===== config.mk =====
export PLATFORM = sky130hd
export DESIGN_NAME = dio_mapper
export DESIGN_NICKNAME = d
export VERILOG_FILES = /design/src/dio_map_pkg.sv /design/src/dio_mapper.sv
export SDC_FILE = /design/constraint.sdc
export NUM_CORES = 1
export LEC_CHECK = 0
export BUFFER_PORTS_ARGS = -buffer_cell sky130_fd_sc_hd__buf_2
export CORE_MARGIN = 3
export CORE_UTILIZATION = 60
export CTS_CLUSTER_SIZE = 8
export DETAILED_ROUTE_END_ITERATION = 16
export PLACE_DENSITY = 0.92
export SYNTH_ARGS = -nofsm -noshare
export SYNTH_HDL_FRONTEND = slang
export SYNTH_SLANG_ARGS = --single-unit

===== constraint.sdc =====
create_clock -name clock -period 7.5 [get_ports clock]
set_input_delay 0.75 -clock clock [delete_from_list [all_inputs] [get_ports clock]]
set_output_delay 0.75 -clock clock [all_outputs]
set_load 0.1 [all_outputs]

===== src/dio_map_pkg.sv =====
// constants shared by the discrete input/output mapper
package dio_map_pkg;
  // register byte offsets
  localparam logic [7:0] OFS_IN_SEL = 8'h00;
  localparam logic [7:0] OFS_OUT_SEL = 8'h04;
  localparam logic [7:0] OFS_OUT_INV = 8'h08;
  localparam logic [7:0] OFS_ZSP_THR = 8'h0C;
  localparam logic [7:0] OFS_OLL_THR = 8'h10;
  localparam logic [7:0] OFS_WIN_SIZE = 8'h14;
  localparam logic [7:0] OFS_STATUS = 8'h18;
  // values after reset
  localparam logic [15:0] RST_IN_SEL = 16'h00B2;
  localparam logic [7:0] RST_OUT_SEL = 8'h92;
  localparam logic [1:0] RST_OUT_INV = 2'h0;
  localparam logic [15:0] RST_ZSP_THR = 16'h0014;
  localparam logic [8:0] RST_OLL_PCT = 9'h064;
  localparam logic [15:0] RST_WIN_SIZE = 16'h0028;
  // fixed figures
  localparam logic [15:0] ZSP_HYST_RPM = 16'h000A;
  localparam logic [8:0] OLL_MAX_PCT = 9'h12C;
  localparam logic [15:0] TLR_HYST = 16'h0010;
  // input filter timing: one sample period is the least latency
  localparam int DI_DELAY_MS = 8;
  localparam int CLK_KHZ = 125000;
  localparam int DI_TICK_CYCLES = DI_DELAY_MS * CLK_KHZ;
  // input function codes
  localparam logic [3:0] IFN_NONE = 4'h0;
  localparam logic [3:0] IFN_ALARM_RESET = 4'h2;
  localparam logic [3:0] IFN_POS_LIMIT = 4'h3;
  localparam logic [3:0] IFN_NEG_LIMIT = 4'h4;
  localparam logic [3:0] IFN_QUICK_STOP = 4'h5;
  localparam logic [3:0] IFN_TORQUE_SEL = 4'hB;
  localparam logic [3:0] IFN_SPEED_SEL = 4'hC;
  localparam logic [3:0] IFN_HOMING = 4'hD;
  // output status function codes
  localparam logic [3:0] OFN_READY = 4'h1;
  localparam logic [3:0] OFN_FAULT = 4'h2;
  localparam logic [3:0] OFN_IN_POS = 4'h3;
  localparam logic [3:0] OFN_ZERO_SPEED = 4'h4;
  localparam logic [3:0] OFN_TORQUE_LIM = 4'h5;
  localparam logic [3:0] OFN_BRAKE = 4'h6;
  localparam logic [3:0] OFN_READY_ON = 4'h7;
  localparam logic [3:0] OFN_HOMED = 4'h8;
  localparam logic [3:0] OFN_OVERLOAD = 4'h9;
  localparam logic [3:0] OFN_SAFE_OFF = 4'hA;
  // control modes
  localparam logic [1:0] MODE_POSITION = 2'h0;
  localparam logic [1:0] MODE_SPEED = 2'h1;
endpackage


===== src/dio_mapper.sv =====
// discrete input/output terminal mapper of the servo drive
//
// Contract
// (RL1) each of four input terminals maps to a function by its own selector, mode dependent
// (RL2) each of two output terminals shows a status function chosen by its selector
// (RL3) reset selectors: in1=2, in2=11, in3=in4=0, out1=2, out2=9
// (RL4) a selected input change takes effect after 8 to 16 ms
// (RL5) inversion bit 0 inverts output 1, bit 1 inverts output 2
// (RL6) seven input functions are available to the selectors
// (RL7) torque select low picks limit 1, high picks limit 2, by level
// (RL8) speed select low picks limit 1, high picks limit 2, by level
// (RL9) quick stop input low stops, high means ready to run, by level
// (RL10) homing rising edge sets reference point, or is cam event in approach mode
// (RL11) positive travel limit held high permits running; its falling edge starts quick stop
// (RL12) negative travel limit held high permits running; its falling edge starts quick stop
// (RL13) ten output status functions are available to the selectors
// (RL14) servo ready is high when ready, low on fault or missing enable
// (RL15) zero speed high at or below threshold, low above threshold plus hysteresis
// (RL16) torque limit reached when torque is within hysteresis of either limit
// (RL17) brake status high while brake engaged, low while released, status only
// (RL18) overload high at configurable percent level, default 100, maximum 300
// (RL19) ready for servo on low on fault, no main power, or control bits 1,2 unset
// (RL20) in position high when following error lies inside the window
// (RL21) safe torque off status high while safety enable is missing
// (RL22) alarm reset clears alarms on rising edge only
// (RL23) fault status follows fault state; homed status high once homing is done
`timescale 1ns/1ps
module dio_mapper
  import dio_map_pkg::*;
#(
  parameter int TICK_CYCLES = DI_TICK_CYCLES
) (
  // clock, reset, enable
  input wire logic clock,
  input wire logic srst,
  input wire logic ce,
  // register port
  input wire logic [7:0] addr,
  input wire logic [31:0] wdata,
  input wire logic wr_en,
  input wire logic rd_en,
  output logic [31:0] rdata,
  // terminals
  input wire logic input_terminal_1,
  input wire logic input_terminal_2,
  input wire logic input_terminal_3,
  input wire logic input_terminal_4,
  output logic output_terminal_1,
  output logic output_terminal_2,
  // drive state
  input wire logic [1:0] control_mode,
  input wire logic ref_approach_mode,
  input wire logic fault_active,
  input wire logic enable_present,
  input wire logic main_power_ok,
  input wire logic [15:0] drive_control_word,
  input wire logic [15:0] motor_speed,
  input wire logic signed [15:0] torque_actual,
  input wire logic [15:0] torque_pos_limit,
  input wire logic [15:0] torque_neg_limit,
  input wire logic [8:0] load_pct,
  input wire logic brake_engaged,
  input wire logic signed [15:0] following_error,
  input wire logic homing_done,
  input wire logic safety_enable,
  // commands to the drive
  output logic alarm_clear_pulse,
  output logic reference_set_pulse,
  output logic reference_cam_pulse,
  output logic quick_stop_ramp,
  output logic quick_stop_request,
  output logic torque_limit_select,
  output logic speed_limit_select
);

  localparam int CNT_W = $clog2(TICK_CYCLES + 1);
  localparam logic [CNT_W-1:0] TICK_LAST = CNT_W'(TICK_CYCLES - 1);

  // function bit positions inside the level vector
  localparam int L_RST = 0;
  localparam int L_POS = 1;
  localparam int L_NEG = 2;
  localparam int L_QS = 3;
  localparam int L_TQ = 4;
  localparam int L_SP = 5;
  localparam int L_HOME = 6;

  logic [15:0] in_sel_r;
  logic [7:0] out_sel_r;
  logic [1:0] out_inv_r;
  logic [15:0] zsp_thr_r;
  logic [8:0] oll_thr_r;
  logic [15:0] win_r;
  logic [CNT_W-1:0] tick_cnt_r;
  logic tick_r;
  logic [3:0] pins;
  logic [3:0] sync1_r;
  logic [3:0] sync2_r;
  logic [3:0] samp_r;
  logic [3:0] filt_r;
  logic [6:0] lvl_nxt;
  logic [6:0] lvl_r;
  logic zsp_r;
  logic [10:0] st;
  logic [31:0] rdata_nxt;
  logic [8:0] oll_wr;

  assign pins = {input_terminal_4, input_terminal_3, input_terminal_2, input_terminal_1};

  // magnitude of a signed word, one bit wider so that the most negative value fits
  function automatic logic [16:0] mag17(input logic signed [15:0] v);
    logic [16:0] e;
    e = {v[15], v};
    return v[15] ? 17'(-e) : e;
  endfunction

  // functions offered in the present control mode; homing only in position mode
  function automatic logic fn_allowed(input logic [1:0] mode, input logic [3:0] code);
    logic ok;
    ok = 1'b0;
    case (code)
      IFN_ALARM_RESET, IFN_POS_LIMIT, IFN_NEG_LIMIT,
      IFN_QUICK_STOP, IFN_TORQUE_SEL, IFN_SPEED_SEL: ok = 1'b1;
      IFN_HOMING: ok = (mode == MODE_POSITION);
      default: ok = 1'b0;
    endcase
    return ok;
  endfunction

  // level of one function; the lowest terminal wins when several carry it
  function automatic logic fn_level(input logic [15:0] sel, input logic [3:0] lv,
                                    input logic [1:0] mode, input logic [3:0] code,
                                    input logic dflt);
    logic v;
    v = dflt;
    for (int i = 3; i >= 0; i--) begin
      if (sel[4*i +: 4] == code && fn_allowed(mode, code)) begin
        v = lv[i];
      end
    end
    return v;
  endfunction

  // register writes
  assign oll_wr = (wdata[8:0] > OLL_MAX_PCT) ? OLL_MAX_PCT : wdata[8:0]; // RL18

  always_ff @(posedge clock) begin
    if (ce && srst) begin
      in_sel_r <= RST_IN_SEL; // RL3
      out_sel_r <= RST_OUT_SEL; // RL3
      out_inv_r <= RST_OUT_INV;
      zsp_thr_r <= RST_ZSP_THR;
      oll_thr_r <= RST_OLL_PCT; // RL18
      win_r <= RST_WIN_SIZE;
    end else if (ce && wr_en) begin
      case (addr)
        OFS_IN_SEL: in_sel_r <= wdata[15:0]; // RL1
        OFS_OUT_SEL: out_sel_r <= wdata[7:0]; // RL2
        OFS_OUT_INV: out_inv_r <= wdata[1:0];
        OFS_ZSP_THR: zsp_thr_r <= wdata[15:0];
        OFS_OLL_THR: oll_thr_r <= oll_wr;
        OFS_WIN_SIZE: win_r <= wdata[15:0];
        default: ;
      endcase
    end
  end

  // read data stand for exactly one cycle after the strobe
  always_comb begin
    rdata_nxt = 32'h0000_0000;
    case (addr)
      OFS_IN_SEL: rdata_nxt = {16'h0000, in_sel_r};
      OFS_OUT_SEL: rdata_nxt = {24'h00_0000, out_sel_r};
      OFS_OUT_INV: rdata_nxt = {30'h0000_0000, out_inv_r};
      OFS_ZSP_THR: rdata_nxt = {16'h0000, zsp_thr_r};
      OFS_OLL_THR: rdata_nxt = {23'h00_0000, oll_thr_r};
      OFS_WIN_SIZE: rdata_nxt = {16'h0000, win_r};
      OFS_STATUS: rdata_nxt = {6'h00, st[10:1], 1'b0, lvl_r, 2'h0,
                               output_terminal_2, output_terminal_1, filt_r};
      default: rdata_nxt = 32'h0000_0000;
    endcase
  end

  always_ff @(posedge clock) begin
    if (ce && srst) begin
      rdata <= 32'h0000_0000;
    end else if (ce) begin
      rdata <= rd_en ? rdata_nxt : 32'h0000_0000;
    end
  end

  // sample tick: one period of the input filter
  always_ff @(posedge clock) begin
    if (ce && srst) begin
      tick_cnt_r <= '0;
      tick_r <= 1'b0;
    end else if (ce) begin
      tick_r <= (tick_cnt_r == TICK_LAST);
      tick_cnt_r <= (tick_cnt_r == TICK_LAST) ? '0 : tick_cnt_r + 1'b1;
    end
  end

  // per terminal: two-stage synchroniser, then accept a level seen on two
  // successive ticks, which gives one to two tick periods of latency
  // and also rejects chatter shorter than one period
  for (genvar g = 0; g < 4; g++) begin : g_term
    always_ff @(posedge clock) begin
      if (ce && srst) begin
        sync1_r[g] <= 1'b0;
        sync2_r[g] <= 1'b0;
        samp_r[g] <= 1'b0;
        filt_r[g] <= 1'b0;
      end else if (ce) begin
        sync1_r[g] <= pins[g];
        sync2_r[g] <= sync1_r[g];
        if (tick_r) begin
          samp_r[g] <= sync2_r[g];
          if (sync2_r[g] == samp_r[g]) begin
            filt_r[g] <= sync2_r[g]; // RL4
          end
        end
      end
    end
  end

  // function levels; unmapped limits and quick stop read as permissive high
  always_comb begin
    lvl_nxt[L_RST] = fn_level(in_sel_r, filt_r, control_mode, IFN_ALARM_RESET, 1'b0); // RL6
    lvl_nxt[L_POS] = fn_level(in_sel_r, filt_r, control_mode, IFN_POS_LIMIT, 1'b1);
    lvl_nxt[L_NEG] = fn_level(in_sel_r, filt_r, control_mode, IFN_NEG_LIMIT, 1'b1);
    lvl_nxt[L_QS] = fn_level(in_sel_r, filt_r, control_mode, IFN_QUICK_STOP, 1'b1);
    lvl_nxt[L_TQ] = fn_level(in_sel_r, filt_r, control_mode, IFN_TORQUE_SEL, 1'b0);
    lvl_nxt[L_SP] = fn_level(in_sel_r, filt_r, control_mode, IFN_SPEED_SEL, 1'b0);
    lvl_nxt[L_HOME] = fn_level(in_sel_r, filt_r, control_mode, IFN_HOMING, 1'b0);
  end

  // reset value zero so that release of reset gives no falling edge on a limit
  always_ff @(posedge clock) begin
    if (ce && srst) begin
      lvl_r <= 7'h00;
    end else if (ce) begin
      lvl_r <= lvl_nxt;
    end
  end

  // level commands
  always_ff @(posedge clock) begin
    if (ce && srst) begin
      torque_limit_select <= 1'b0;
      speed_limit_select <= 1'b0;
      quick_stop_request <= 1'b0;
    end else if (ce) begin
      torque_limit_select <= lvl_nxt[L_TQ]; // RL7
      speed_limit_select <= lvl_nxt[L_SP]; // RL8
      quick_stop_request <= ~lvl_nxt[L_QS]; // RL9
    end
  end

  // edge commands, one cycle each
  always_ff @(posedge clock) begin
    if (ce && srst) begin
      alarm_clear_pulse <= 1'b0;
      reference_set_pulse <= 1'b0;
      reference_cam_pulse <= 1'b0;
      quick_stop_ramp <= 1'b0;
    end else if (ce) begin
      alarm_clear_pulse <= lvl_nxt[L_RST] & ~lvl_r[L_RST]; // RL22
      reference_set_pulse <= lvl_nxt[L_HOME] & ~lvl_r[L_HOME] & ~ref_approach_mode; // RL10
      reference_cam_pulse <= lvl_nxt[L_HOME] & ~lvl_r[L_HOME] & ref_approach_mode; // RL10
      quick_stop_ramp <= (~lvl_nxt[L_POS] & lvl_r[L_POS]) // RL11
                       | (~lvl_nxt[L_NEG] & lvl_r[L_NEG]); // RL12
    end
  end

  // zero speed with hysteresis on the way out
  always_ff @(posedge clock) begin
    if (ce && srst) begin
      zsp_r <= 1'b0;
    end else if (ce) begin
      if (motor_speed <= zsp_thr_r) begin
        zsp_r <= 1'b1; // RL15
      end else if ({1'b0, motor_speed} > {1'b0, zsp_thr_r} + {1'b0, ZSP_HYST_RPM}) begin
        zsp_r <= 1'b0; // RL15
      end
    end
  end

  // status vector indexed by output function code
  always_comb begin
    st = '0;
    st[OFN_READY] = ~fault_active & enable_present; // RL14
    st[OFN_FAULT] = fault_active; // RL23
    st[OFN_IN_POS] = mag17(following_error) <= {1'b0, win_r}; // RL20
    st[OFN_ZERO_SPEED] = zsp_r;
    st[OFN_TORQUE_LIM] = // RL16
      (~torque_actual[15] & (mag17(torque_actual) + {1'b0, TLR_HYST} >= {1'b0, torque_pos_limit}))
      | (torque_actual[15] & (mag17(torque_actual) + {1'b0, TLR_HYST} >= {1'b0, torque_neg_limit}));
    st[OFN_BRAKE] = brake_engaged; // RL17
    st[OFN_READY_ON] = ~fault_active & main_power_ok // RL19
                     & drive_control_word[1] & drive_control_word[2];
    st[OFN_HOMED] = homing_done; // RL23
    st[OFN_OVERLOAD] = load_pct >= oll_thr_r; // RL18
    st[OFN_SAFE_OFF] = ~safety_enable; // RL21
  end

  // codes 0 and above ten drive the terminal low before inversion
  always_ff @(posedge clock) begin
    if (ce && srst) begin
      output_terminal_1 <= 1'b0;
      output_terminal_2 <= 1'b0;
    end else if (ce) begin
      output_terminal_1 <= (out_sel_r[3:0] <= OFN_SAFE_OFF ? st[out_sel_r[3:0]] : 1'b0) // RL13
                         ^ out_inv_r[0]; // RL5
      output_terminal_2 <= (out_sel_r[7:4] <= OFN_SAFE_OFF ? st[out_sel_r[7:4]] : 1'b0) // RL2
                         ^ out_inv_r[1]; // RL5
    end
  end
endmodule


## After elaboration in Yosys (flattened, before gate mapping)

Cells that the tools add are included.

- Register bits after elaboration: 153
- Word-level logic and storage cells: 179
- Input port bits: 163
- Output and inout port bits: 41

- Reduce and logical (&&, ||, !) cells: 21
- $add $sub $neg: 5
- Equal/unequal tests: 39
- Bitwise gates (word level): 25
- $lt $le $gt $ge: 11
- Muxes and demuxes: 42

Operator list:

| kind | count |
|---|---|
| $pmux W26 S7 | 1 |
| $eq A4 B4 Y1 const B | 12 |
| $ge A17 B16 Y1 | 2 |
| $mux W1 | 34 |
| $mux W17 | 2 |
| $neg A17 Y17 | 2 |
| $eq A4 B2 Y1 const B | 8 |
| $eq A4 B3 Y1 const B | 8 |
| $mux W32 | 1 |
| $eq A8 B5 Y1 const B | 3 |
| $add A20 B1 Y20 const B | 1 |
| $eq A20 B20 Y1 const B | 1 |
| $mux W20 | 1 |
| $add A16 B4 Y17 const B | 1 |
| $add A17 B5 Y17 const B | 1 |
| $gt A16 B17 Y1 | 1 |
| $le A17 B16 Y1 | 1 |
| $eq A8 B4 Y1 const B | 2 |
| $le A16 B16 Y1 | 1 |
| $reduce_and A2 Y1 | 8 |
| $and A1 B1 Y1 | 12 |
| $reduce_and A3 Y1 | 4 |
| $lt A4 B5 Y1 const B | 2 |
| $ge A9 B9 Y1 | 1 |
| other kinds (13) | 33 |

## Depth between registers and ports, before layout

Gate-level depths: netlist of the first run.

- Depth after elaboration: 10
- Depth in mapped cells: 19
- Depth with buffers taken out: 19

## Least setup slack after synthesis of the first run

OpenSTA, ideal clock, no wires.

- Path type: input to register
- Start point: input torque_actual[0]
- End point: register output_terminal_1
- Data required time: 7.382 ns
- Cell stages on the path: 19
- Slack: 2.517 ns
- Data arrival time: 4.866 ns
- Library setup time: 0.118 ns
- Path buffers: 0
- Cells stage by stage: inv_1 > ha_1 > or3b_4 > nand2_1 > xnor2_1 > ha_1 > nor3b_2 > or3b_1 > or3_4 > nor3_2 > xnor2_1 > ha_1 > nand4_1 > o22ai_1 > a2111o_1 > a2111oi_0 > a2bb2oi_1 > xnor2_1 > a22o_1

- Cells in the longest elaborated chain, start to end: 10
- Elaborated cells on any way between the ends: 12
- Classes of those cells: add/sub (2); order compare (2); mux (4); bitwise (4)

Ends and longest elaborated chain:

| item | RTL line | RTL |
|---|---|---|
| start: declaration | dio_mapper.sv:58 | `input wire logic signed [15:0] torque_actual,` |
| $neg A17 Y17 | dio_mapper.sv:114 | `return v[15] ? 17'(-e) : e;` |
| $mux W17 * | dio_mapper.sv:114 |  |
| $add A17 B5 Y17 * | dio_mapper.sv:296, dio_mapper.sv:297 |  |
| $ge A17 B16 Y1 (on tied branches) | dio_mapper.sv:296, dio_mapper.sv:297 |  |
| $and A1 B1 Y1 (on tied branches) | dio_mapper.sv:296, dio_mapper.sv:297 |  |
| $or A1 B1 Y1 * | dio_mapper.sv:297 | `\| (torque_actual[15] & (mag17(torque_actual) + {1'b0, TLR_HYST} >= {1'b0, torque_neg_limit}));` |
| $bmux W1 S4 * | dio_mapper.sv:312 | `output_terminal_1 <= (out_sel_r[3:0] <= OFN_SAFE_OFF ? st[out_sel_r[3:0]] : 1'b0)` |
| $mux W1 (not written as such) * | dio_mapper.sv:312 |  |
| $mux W1 * | dio_mapper.sv:312 |  |
| $xor A1 B1 Y1 * | dio_mapper.sv:313 | `^ out_inv_r[0];` |
| end signal: assignment | dio_mapper.sv:312 |  |
| end: declaration | dio_mapper.sv:48 | `output logic output_terminal_1,` |

Every way passes the cells marked *; elsewhere a longest branch is shown, timed or not. The select of a mux whose other input is x is not followed.
A chain may end at the register's enable or synchronous reset.

## Worst setup path after layout of the first run

Same ends and word-level chain as after synthesis.

==> flow_metrics.tcl, run 1 <==
set metrics [dict create \
    fill_cells 1181 \
    row_count 45 \
    post_cts_buffers 0 \
    cts_root_buf "clkbuf_16" \
    clkSinkCount 145 \
    seq_area_frac_synth_pct 30.31 \
    topRoutingLayerUsed "met4" \
    post-synth-top-area-fraction_pct 30.31 \
    clk_pin_slew_worst_paths_ns 0.06 \
    timing.final.hold_violations 0 \
    ys_ff_latch 145 \
    viasPerCell 6.210 \
    port_buffers 167 \
    leakagePower_nw 4.674 \
    cp_slowest_cell "a2111oi_0" \
    grt_use_total_pct 31.22 \
    fmax_ghz 0.1945 \
    setup_slack_ns 2.359 \
    hold_path_startpoint "rdata[10]" \
    synth-main-ff-cell "dfxtp_1" \
    tightest_slew_ns 1.221 \
    drive_gt1_share_pct 16.73 \
    relSlewSlack_pct 18.42 \
    start_kind "input port" \
    antenna_found_initial 1 \
    dp.cells 1542 \
    yosysTopAreaCell "dfxtp_1" \
    critPathLaunch "torque_actual[0]" \
    cp_data_arrival_time_ns 5.45 \
    initial_core_util_pct 62.08 \
    overflow 0 \
    ctsLongestPathBuffers 2 \
    area_delta_synth_final_pct 16.81 \
    core_sq_mm 0.01543 \
    dieArea_sq_mm 0.01751 \
    peakVddDrop_mv 0.1487 \
    drc_errors 0 \
    wl_microns 28130 \
    synth.top_cells.by_area "dfxtp_1 30%, ha_1 12%, nand2_1 7.5%" \
    die_w_microns 132.3 \
    min_period_ns 5.141 \
    m1WireLength_microns 11380 \
    hp-class "flip-flop to flip-flop" \
    timing_worst_setup_path_type "input port to flip-flop" \
    synth_edf_count 0 \
    die_h_microns 132.3 \
    synth_warnings 0 \
    ios 204 \
    final_antenna_net_count 0 \
    wl_per_cell_microns 17.86 \
    tns_ns 0 \
    numCtsBuffers 17 \
    dr_wl_met2_microns 12920 \
    dp_slack_ns 2.071 \
    grt_pass1_vias 9402 \
    grt_pass1_wl_microns 45490 \
    hpwl_microns 20810 \
    path_cells "buf_2 -> inv_1 -> ha_1 -> or3b_4 -> nand2_1 -> xnor2_1 -> ha_1 -> nor3b_2 -> or3b_1 -> or3_4 -> nor3_2 -> xnor2_1 -> ha_1 -> nand4_1 -> o22ai_1 -> a2111o_1 -> a2111oi_0 -> a2bb2oi_1 -> xnor2_1 -> a22o_1" \
    powerDensity_mw_per_mm2 180.1 \
    finalCritPeriodShare_pct 68.55 \
    synth_cells 1209 \
    status "completed" \
    reg2reg_from "zsp_thr_r[4]" \
    cts_resized 0 \
    first_iter_violations 834 \
    final_cells 1575 \
    async_reset_ff_share_pct 0 \
    slew_violations 0 \
    syn_avg_cell_area_sq_um 7.921 \
    crit_path_max_incr_delay_ns 0.49 \
    fin_nets 1606 \
    htree_levels 4 \
    clk_latency_ns 0.43 \
    postCtsHoldBufs 0 \
    crit_path_end_kind "flip-flop" \
    setup_viol_count_final 0 \
    required_ns 7.81 \
    cts_tree "built" \
    drt_pass1_iterations 8 \
    synth.distinct_cells 74 \
    globalplace.congestion 0.9472 \
    crit_fanout 4 \
    rsz0062_at_grt "no" \
    max_cap_viol_count 0 \
    grt_max_degree 62 \
    netlist_area_sq_mm 0.009577 \
    routed-wl-met3_microns 2780 \
    vias 9780 \
    skew_ns 0.01297 \
]
==> cells in the mapped netlist (7+ instances only) <==
master,count
and3_1,11
nor3_1,24
inv_1,87
o21ai_0,52
dfxtp_1,145
nand3_1,35
nor4_1,9
a21oi_1,103
o211ai_1,8
xor2_1,26
ha_1,93
nand2b_1,18
a21o_1,20
nand2_1,191
nor3b_1,7
a31oi_1,7
xnor2_1,42
nor2_1,61
clkbuf_1,44
o31ai_1,10
nand4_1,18
mux2i_1,17
nor2b_1,9
a22oi_1,7
a222oi_1,8
o2bb2ai_1,29
a22o_1,11
or3_1,8
==> metal layers <==
| metal | GRT usage, % | up-vias |
|---|---|---|
| met1 | 39.24 | 4487 |
| li1 | - | 4607 |
| met3 | 6.489 | 109 |
| met2 | 51.87 | 577 |
| met5 | 0 | - |
| met4 | 13.63 | 0 |
==> final timing paths <==
check	end	slack, ns	depth (start not counted)
setup / recovery	output_terminal_1	2.36	20
setup reg to reg	zsp_r	3.98	13
hold reg to reg	rdata[10]	0.45	1
hold / removal	rdata[10]	0.45	1
==> worst max-delay path: cells and delay by family <==
family | cells | cell delay [ns]
adders and majority gates | 3 | 0.70
AOI/OAI and AO/OA | 5 | 1.44
xor gates and xnor gates | 3 | 0.42
buffers and inverters | 2 | 0.21
and+or+nand+nor | 7 | 1.92
==> registers in the layout (all words and copies together) (netlist names), 2 cells and up <==
register    cells
zsp_thr_r      16
tick_cnt_r     20
lvl_r           7
out_inv_r       2
out_sel_r       8
in_sel_r       16
sync1_r         4
filt_r          4
oll_thr_r       9
sync2_r         4
win_r          16
rdata          26
samp_r          4
==> power by group <==
group	leakage (nW)	switching, mW	internal [mW]
Clock	0.312	0.351	0.583
Combinational	3.19	0.175	0.112
Sequential	1.17	0.0120	0.782
==> final cells by class <==
cell class | instances | area (sq um) | area share, %
inverter | 88 | 330.3 | 2.953
multi-input combinational | 924 | 6150 | 54.97
clock inverter | 12 | 192.7 | 1.722
timing repair buffer | 174 | 888.4 | 7.941
tap | 211 | 264.0 | 2.360
antenna | 1 | 2.502 | 0.02237
sequential | 145 | 2903 | 25.95
clock buffer | 20 | 456.7 | 4.082
==> metrics by stage <==
stage / area (sq um) / power [mW] / hold slack [ns] / util [%]
floorplan: 9595 / 0.9899 / 0.4313 / -
global placement: 10540 / 1.077 / 0.4332 / 68.29
detailed placement: 10540 / 1.090 / 0.4370 / 68.29
CTS: 11180 / 2.008 / 0.4521 / 72.50
global route: 11180 / 2.076 / 0.4620 / 72.50
finish: 11190 / 2.015 / 0.4499 / 72.51
==> cell usage in the layout, fill, tap and decap left out, types with 7 or more instances in the layout <==
master	synthesis	layout
ha_1	93	93
a22o_1	11	11
and3_1	11	11
mux2i_1	17	17
a22oi_1	7	7
buf_4	6	7
a21oi_1	103	103
dfxtp_1	145	145
nor2b_1	9	9
nand3_1	35	35
a21o_1	20	20
a31oi_1	7	7
nor3_1	24	23
nand2b_1	18	18
buf_2	1	167
o211ai_1	8	8
nor3b_1	7	7
clkbuf_16	0	17
a222oi_1	8	8
xor2_1	26	26
o21ai_0	52	52
o31ai_1	10	10
nand2_1	191	191
inv_1	87	87
or3_1	8	8
nor2_1	61	60
o2bb2ai_1	29	29
nand4_1	18	18
nor4_1	9	7
xnor2_1	42	42
==> logic make-up after synthesis <==
kind of cell	after synthesis	share of synthesized area, %
multiplexers	22	2.365
XOR/XNOR	68	6.219
buffers and inverters	145	5.931
flip-flops	145	30.31
AO/OA/AOI/OAI	314	22.01
adder cells (fa/ha/maj)	93	12.15
AND/OR/NAND/NOR	421	20.97
other	1	0.03916
Note: power is estimated with default switching activity, not from simulation.
==> run 2, diff against run 1 <==
--- a/config.mk
+++ b/config.mk
@@ -7,10 +7,10 @@
 export LEC_CHECK = 0
 export BUFFER_PORTS_ARGS = -buffer_cell sky130_fd_sc_hd__buf_2
 export CORE_MARGIN = 3
-export CORE_UTILIZATION = 60
+export CORE_UTILIZATION = 50
 export CTS_CLUSTER_SIZE = 8
 export DETAILED_ROUTE_END_ITERATION = 16
-export PLACE_DENSITY = 0.92
+export PLACE_DENSITY = 0.82
 export SYNTH_ARGS = -nofsm -noshare
 export SYNTH_HDL_FRONTEND = slang
 export SYNTH_SLANG_ARGS = --single-unit
==> constraint.sdc (replaced) <==
create_clock -name clock -period 4.3 [get_ports clock]
set_input_delay 0.43 -clock clock [delete_from_list [all_inputs] [get_ports clock]]
set_output_delay 0.43 -clock clock [all_outputs]
set_load 0.1 [all_outputs]
==> flow_metrics.tcl, run 2 (synthesis gave the netlist of run 1 again) <==
set metrics [dict create \
    globalplace.congestion 0.9302 \
    drt_pass1_iterations 5 \
    timing_worst_setup_path_type "input port to flip-flop" \
    regArea_sq_mm 0.002903 \
    worstReg2RegEnd "zsp_r" \
    grt_pass1_vias 8839 \
    crit_path_end_kind "flip-flop" \
    vias 9584 \
    top_regs "rdata (26), tick_cnt_r (20)" \
    clkSinkCount 145 \
    slew_violations 0 \
    grt_use_total_pct 25.76 \
    row_count 49 \
    skew_ns 0.009090 \
    final_util_pct 63.29 \
    fin_nets 1649 \
    cp_data_arrival_time_ns 4.53 \
    clk_pin_slew_worst_paths_ns 0.06 \
    hp-class "input port to flip-flop" \
    overflow 0 \
    final_common_cell "nand2_1" \
    initial_core_util_pct 52.07 \
    cts_root_buf "clkbuf_16" \
    dp_slack_ns -0.4273 \
    setup_viol_count_final 0 \
    multiInputGateArea_sq_mm 0.006237 \
    clk_latency_ns 0.42 \
    die_h_microns 144.4 \
    intPower_mw 2.583 \
    cts_tree "built" \
    rsz0062_at_grt "yes" \
    fmax_ghz 0.2368 \
    hpwl_microns 21480 \
    core_sq_mm 0.01839 \
    min_period_ns 4.223 \
    die_w_microns 144.4 \
    dieArea_sq_mm 0.02085 \
    largest_reg_flops 26 \
    max_cap_viol_count 0 \
    required_ns 4.61 \
    r2r_cells 12 \
    postCtsHoldBufs 0 \
    finalCritPeriodShare_pct 98.21 \
    area_delta_synth_final_pct 21.56 \
    fill_cells 1580 \
    reg2reg_from "zsp_thr_r[4]" \
    r2r_setup_slack_ns 0.99 \
    setup_slack_ns 0.07711 \
    relSlewSlack_pct 17.10 \
    switchingPower_mw 0.9202 \
    ios 204 \
    leakagePower_nw 4.911 \
    hold_path_startpoint "ref_approach_mode" \
    status "completed" \
    layout_common_cells "190 x nand2_1, 165 x buf_2, 145 x dfxtp_1" \
    powerDensity_mw_per_mm2 300.9 \
    start_kind "input port" \
    port_buffers 167 \
    numCtsBuffers 17 \
    final_cells 1634 \
    grt_pass1_wl_microns 43290 \
    regMostFlops "rdata" \
    wl_per_cell_microns 17.05 \
    viasPerCell 5.865 \
    tightest_slew_ns 1.241 \
    antenna_cells 0 \
    hold_end "reference_set_pulse" \
    crit_fanout 3 \
    tns_ns 0 \
    final_antenna_net_count 0 \
    htree_levels 4 \
    antenna_found_initial 2 \
    timing.final.hold_violations 0 \
    first_iter_violations 917 \
    clkPwrFrac_pct 44.8 \
    drc_errors 0 \
    ctsLongestPathBuffers 2 \
    grt_max_degree 62 \
    whs_path_depth 2 \
    swShare_pct 26.27 \
    drive_gt1_share_pct 20.07 \
    seqPwrFrac_pct 39.5 \
    peakVddDrop_mv 0.2697 \
    dp.cells 1599 \
    combPwrFrac_pct 15.7 \
    wl_microns 27860 \
]
run 2: cell types whose count changed in the layout (fill, tap and decap cells not counted), moves of 2 or more:
cell,change
buf_2,-2
buf_4,+42
buf_6,+2
clkinv_2,+2
ha_1,-2
inv_1,-2
inv_12,+2
inv_8,-2
nor3_2,-2
o21ai_0,-2
o21ai_1,+2
xnor2_1,-2
xnor2_2,+2
run 2: worst max path at each step:
stage / from / to
after CTS: torque_actual[1] / output_terminal_2
after floorplan: torque_actual[1] / output_terminal_1
after global placement: torque_actual[1] / output_terminal_1
after detailed placement: torque_actual[1] / output_terminal_1
final: torque_actual[1] / output_terminal_1
after global routing: torque_actual[1] / output_terminal_2
run 2: per-stage QoR:
stage | cell area, sq um | hold WS, ns | power (mW)
3_5_place_dp | 10910 | 0.4399 | 1.943
6_report | 11640 | 0.2309 | 3.503
5_1_grt | 11640 | 0.2278 | 3.631
2_1_floorplan | 9661 | 0.4313 | 1.733
3_3_place_gp | 10910 | 0.4331 | 1.929
4_1_cts | 11530 | 0.2230 | 3.493
run 2: area by class of cell:
cell class	instances	area share (%)
tap	229	2.461
clock buffer	19	3.805
multi-input combinational	924	53.58
timing repair buffer	217	10.62
inverter	88	3.052
clock inverter	12	1.548
sequential	145	24.94
run 2: layer usage:
metal | global-route usage, % | up-vias | share of wire [%]
li1 | - | 4696 | -
met4 | 8.149 | 4 | 2.5
met5 | 0 | - | 0.097
met3 | 6.448 | 57 | 8.5
met1 | 34.06 | 4436 | 44
met2 | 41.45 | 391 | 45
run 2: what timing repair did:
action                                  4_1_cts  5_1_grt
gates resized for setup                       0       17
buffers inserted                              0        4
endpoints found under the setup margin        1        2
pin swaps                                     1        6
hold endpoints to repair                      0        0
run 2: power by group through the flow:
stage / Combinational [mW] / Sequential [mW] / Clock [mW]
2_1_floorplan: 0.313 / 1.42 / 0
3_3_place_gp: 0.517 / 1.41 / 0
3_5_place_dp: 0.531 / 1.41 / 0
4_1_cts: 0.534 / 1.38 / 1.58
5_1_grt: 0.610 / 1.39 / 1.64
6_report: 0.550 / 1.38 / 1.57
run 2: critical path: stages:
cell and delay [ns]:
buf_12 0.11, inv_12 0.04, ha_4 0.12, or3b_4 0.41
nand2_2 0.10, xnor2_2 0.12, ha_2 0.20, nor3b_4 0.18
or3b_4 0.40, or3_4 0.37, nor3_4 0.16, xnor2_2 0.09
ha_1 0.32, nand4_1 0.12, o22ai_1 0.10, a2111o_1 0.39
buf_6 0.14, a2111oi_4 0.30, a2bb2oi_2 0.17, xnor2_1 0.08
a22o_1 0.17
==> run 3, diff against run 2 <==
--- a/config.mk
+++ b/config.mk
@@ -6,7 +6,7 @@
 export NUM_CORES = 1
 export LEC_CHECK = 0
 export BUFFER_PORTS_ARGS = -buffer_cell sky130_fd_sc_hd__buf_2
-export CORE_MARGIN = 3
+export CORE_MARGIN = 2
 export CORE_UTILIZATION = 50
 export CTS_CLUSTER_SIZE = 8
 export DETAILED_ROUTE_END_ITERATION = 16
==> flow_metrics.tcl, run 3 (synthesis gave the netlist of run 1 again) <==
set metrics [dict create \
    status "completed" \
    r2r_setup_slack_ns 1.10 \
    final_cell_area_sq_mm 0.01160 \
    grt_pass1_wl_microns 42920 \
    fill_cells 1625 \
    cp_data_arrival_time_ns 4.50 \
    gr-usage-met3_pct 5.148 \
    layout_common_cells "190 x nand2_1, 165 x buf_2, 145 x dfxtp_1" \
    cp_top_family "simple AND/OR/NAND/NOR gates" \
    cts_root_buf "clkbuf_16" \
    swShare_pct 27.61 \
    switchingPower_mw 0.9188 \
    grt_use_total_pct 26.57 \
    hp-class "input port to flip-flop" \
    max_cap_viol_count 0 \
    final_antenna_net_count 0 \
    htree_levels 4 \
    largest_reg_flops 26 \
    path_cells "buf_12 -> inv_12 -> ha_4 -> or3b_4 -> nand2_4 -> xnor2_4 -> ha_2 -> nor3b_4 -> or3b_4 -> or3_4 -> nor3_4 -> xnor2_2 -> ha_1 -> nand4_1 -> o22ai_1 -> a2111o_1 -> buf_4 -> a211oi_4 -> o32ai_2 -> xnor2_1 -> o2bb2ai_1" \
    grt_util_met2_pct 42.51 \
    initial_core_util_pct 51.03 \
    drt_pass1_iterations 6 \
    dpl_cell_area_sq_mm 0.01093 \
    first_iter_violations 857 \
    intPower_mw 2.409 \
    crit_fanout 3 \
    rsz0062_at_grt "yes" \
    seqPwrFrac_pct 41.6 \
    drc_errors 0 \
    globalplace.congestion 0.9256 \
    drive_gt1_share_pct 20.03 \
    timing.final.hold_violations 0 \
    slew_violations 0 \
    fmax_ghz 0.2388 \
    port_buffers 167 \
    grt_use_met1_pct 35.23 \
    ios 204 \
    clk_pin_slew_worst_paths_ns 0.06 \
    start_kind "input port" \
    grt_pass1_vias 8794 \
    core_sq_mm 0.01877 \
    row_count 50 \
    dieArea_sq_mm 0.02028 \
    required_ns 4.61 \
    cpMostUsedCell "or3b_4" \
    cp_slowest_cell "a2111o_1" \
    antenna_found_initial 2 \
    overflow 0 \
    peakVddDrop_mv 0.2359 \
    worst-path-buf-inv 3 \
    final_common_cell "nand2_1" \
    top_regs "rdata (26), tick_cnt_r (20)" \
    ctsLongestPathBuffers 2 \
    combPwrFrac_pct 16.6 \
    hpwl_microns 21290 \
    leakagePower_nw 4.863 \
    regMostFlops "rdata" \
    wl_microns 27500 \
    crit_path_max_incr_delay_ns 0.42 \
    die_h_microns 142.4 \
    tns_ns 0 \
    min_period_ns 4.188 \
    fin_nets 1647 \
    wl_per_cell_microns 16.79 \
    clkSinkCount 145 \
    relSlewSlack_pct 24.72 \
    die_w_microns 142.4 \
    tightest_slew_ns 1.127 \
    finalCritPeriodShare_pct 97.39 \
    crit_path_end_kind "flip-flop" \
    grt_max_degree 38 \
    vias 9593 \
    clk_latency_ns 0.43 \
    powerDensity_mw_per_mm2 286.9 \
    numCtsBuffers 17 \
    grt-busiest-layer "met2" \
    setup_viol_count_final 0 \
    cts_tree "built" \
    skew_ns 0.01031 \
    viasPerCell 5.857 \
    clkPwrFrac_pct 41.8 \
    area_delta_synth_final_pct 21.10 \
    timing_worst_setup_path_type "input port to flip-flop" \
]
## run 3: power groups by stage
stage / clock network, mW / logic, mW / registers [mW]
final: 1.39 / 0.552 / 1.38
after global routing: 1.46 / 0.612 / 1.39
after CTS: 1.40 / 0.537 / 1.38
after detailed placement: 0 / 0.533 / 1.41
after global placement: 0 / 0.517 / 1.41
after floorplan: 0 / 0.313 / 1.42
## run 3: area by class of cell
| cell class | count | area (sq um) | area share, % |
|---|---|---|---|
| multi-input combinational | 924 | 6271 | 54.07 |
| sequential | 145 | 2903 | 25.03 |
| timing repair buffer | 215 | 1217 | 10.50 |
| clock buffer | 20 | 446.7 | 3.852 |
| inverter | 88 | 355.3 | 3.064 |
| tap | 234 | 292.8 | 2.525 |
| clock inverter | 11 | 108.9 | 0.9386 |
| antenna | 1 | 2.502 | 0.02158 |
## run 3: worst paths after layout
path | from | end | depth (start not counted)
max | torque_actual[1] | output_terminal_2 | 21
min | safety_enable | rdata[25] | 2
max reg2reg | zsp_thr_r[4] | zsp_r | 12
min reg2reg | rdata[25] | rdata[25] | 1
## run 3: metal layers
| layer | share of wire [%] | wire length (microns) |
|---|---|---|
| met1 | 43 | 11760 |
| met2 | 45 | 12410 |
| met3 | 9.0 | 2466 |
| met4 | 3.1 | 852 |
| met5 | 0 | 0 |
## run 3: repair_timing
item,4_1_cts,5_1_grt
buffers inserted,0,1
pin swaps,0,4
resized for setup,2,17
hold buffers,0,0
endpoints found under the setup margin,2,2
## run 3: metrics by stage
stage | hold WS (ns) | setup WS (ns) | cells | power [mW] | util [%]
floorplan | 0.4313 | -0.07188 | 1214 | 1.733 | -
global placement | 0.4381 | -0.3557 | 1605 | 1.928 | 58.23
detailed placement | 0.4412 | -0.4670 | 1605 | 1.946 | 58.23
CTS | 0.2196 | 0.01039 | 1636 | 3.320 | 61.27
global route | 0.2200 | -0.06865 | 1637 | 3.456 | 61.78
finish | 0.2328 | 0.1120 | 1638 | 3.328 | 61.79
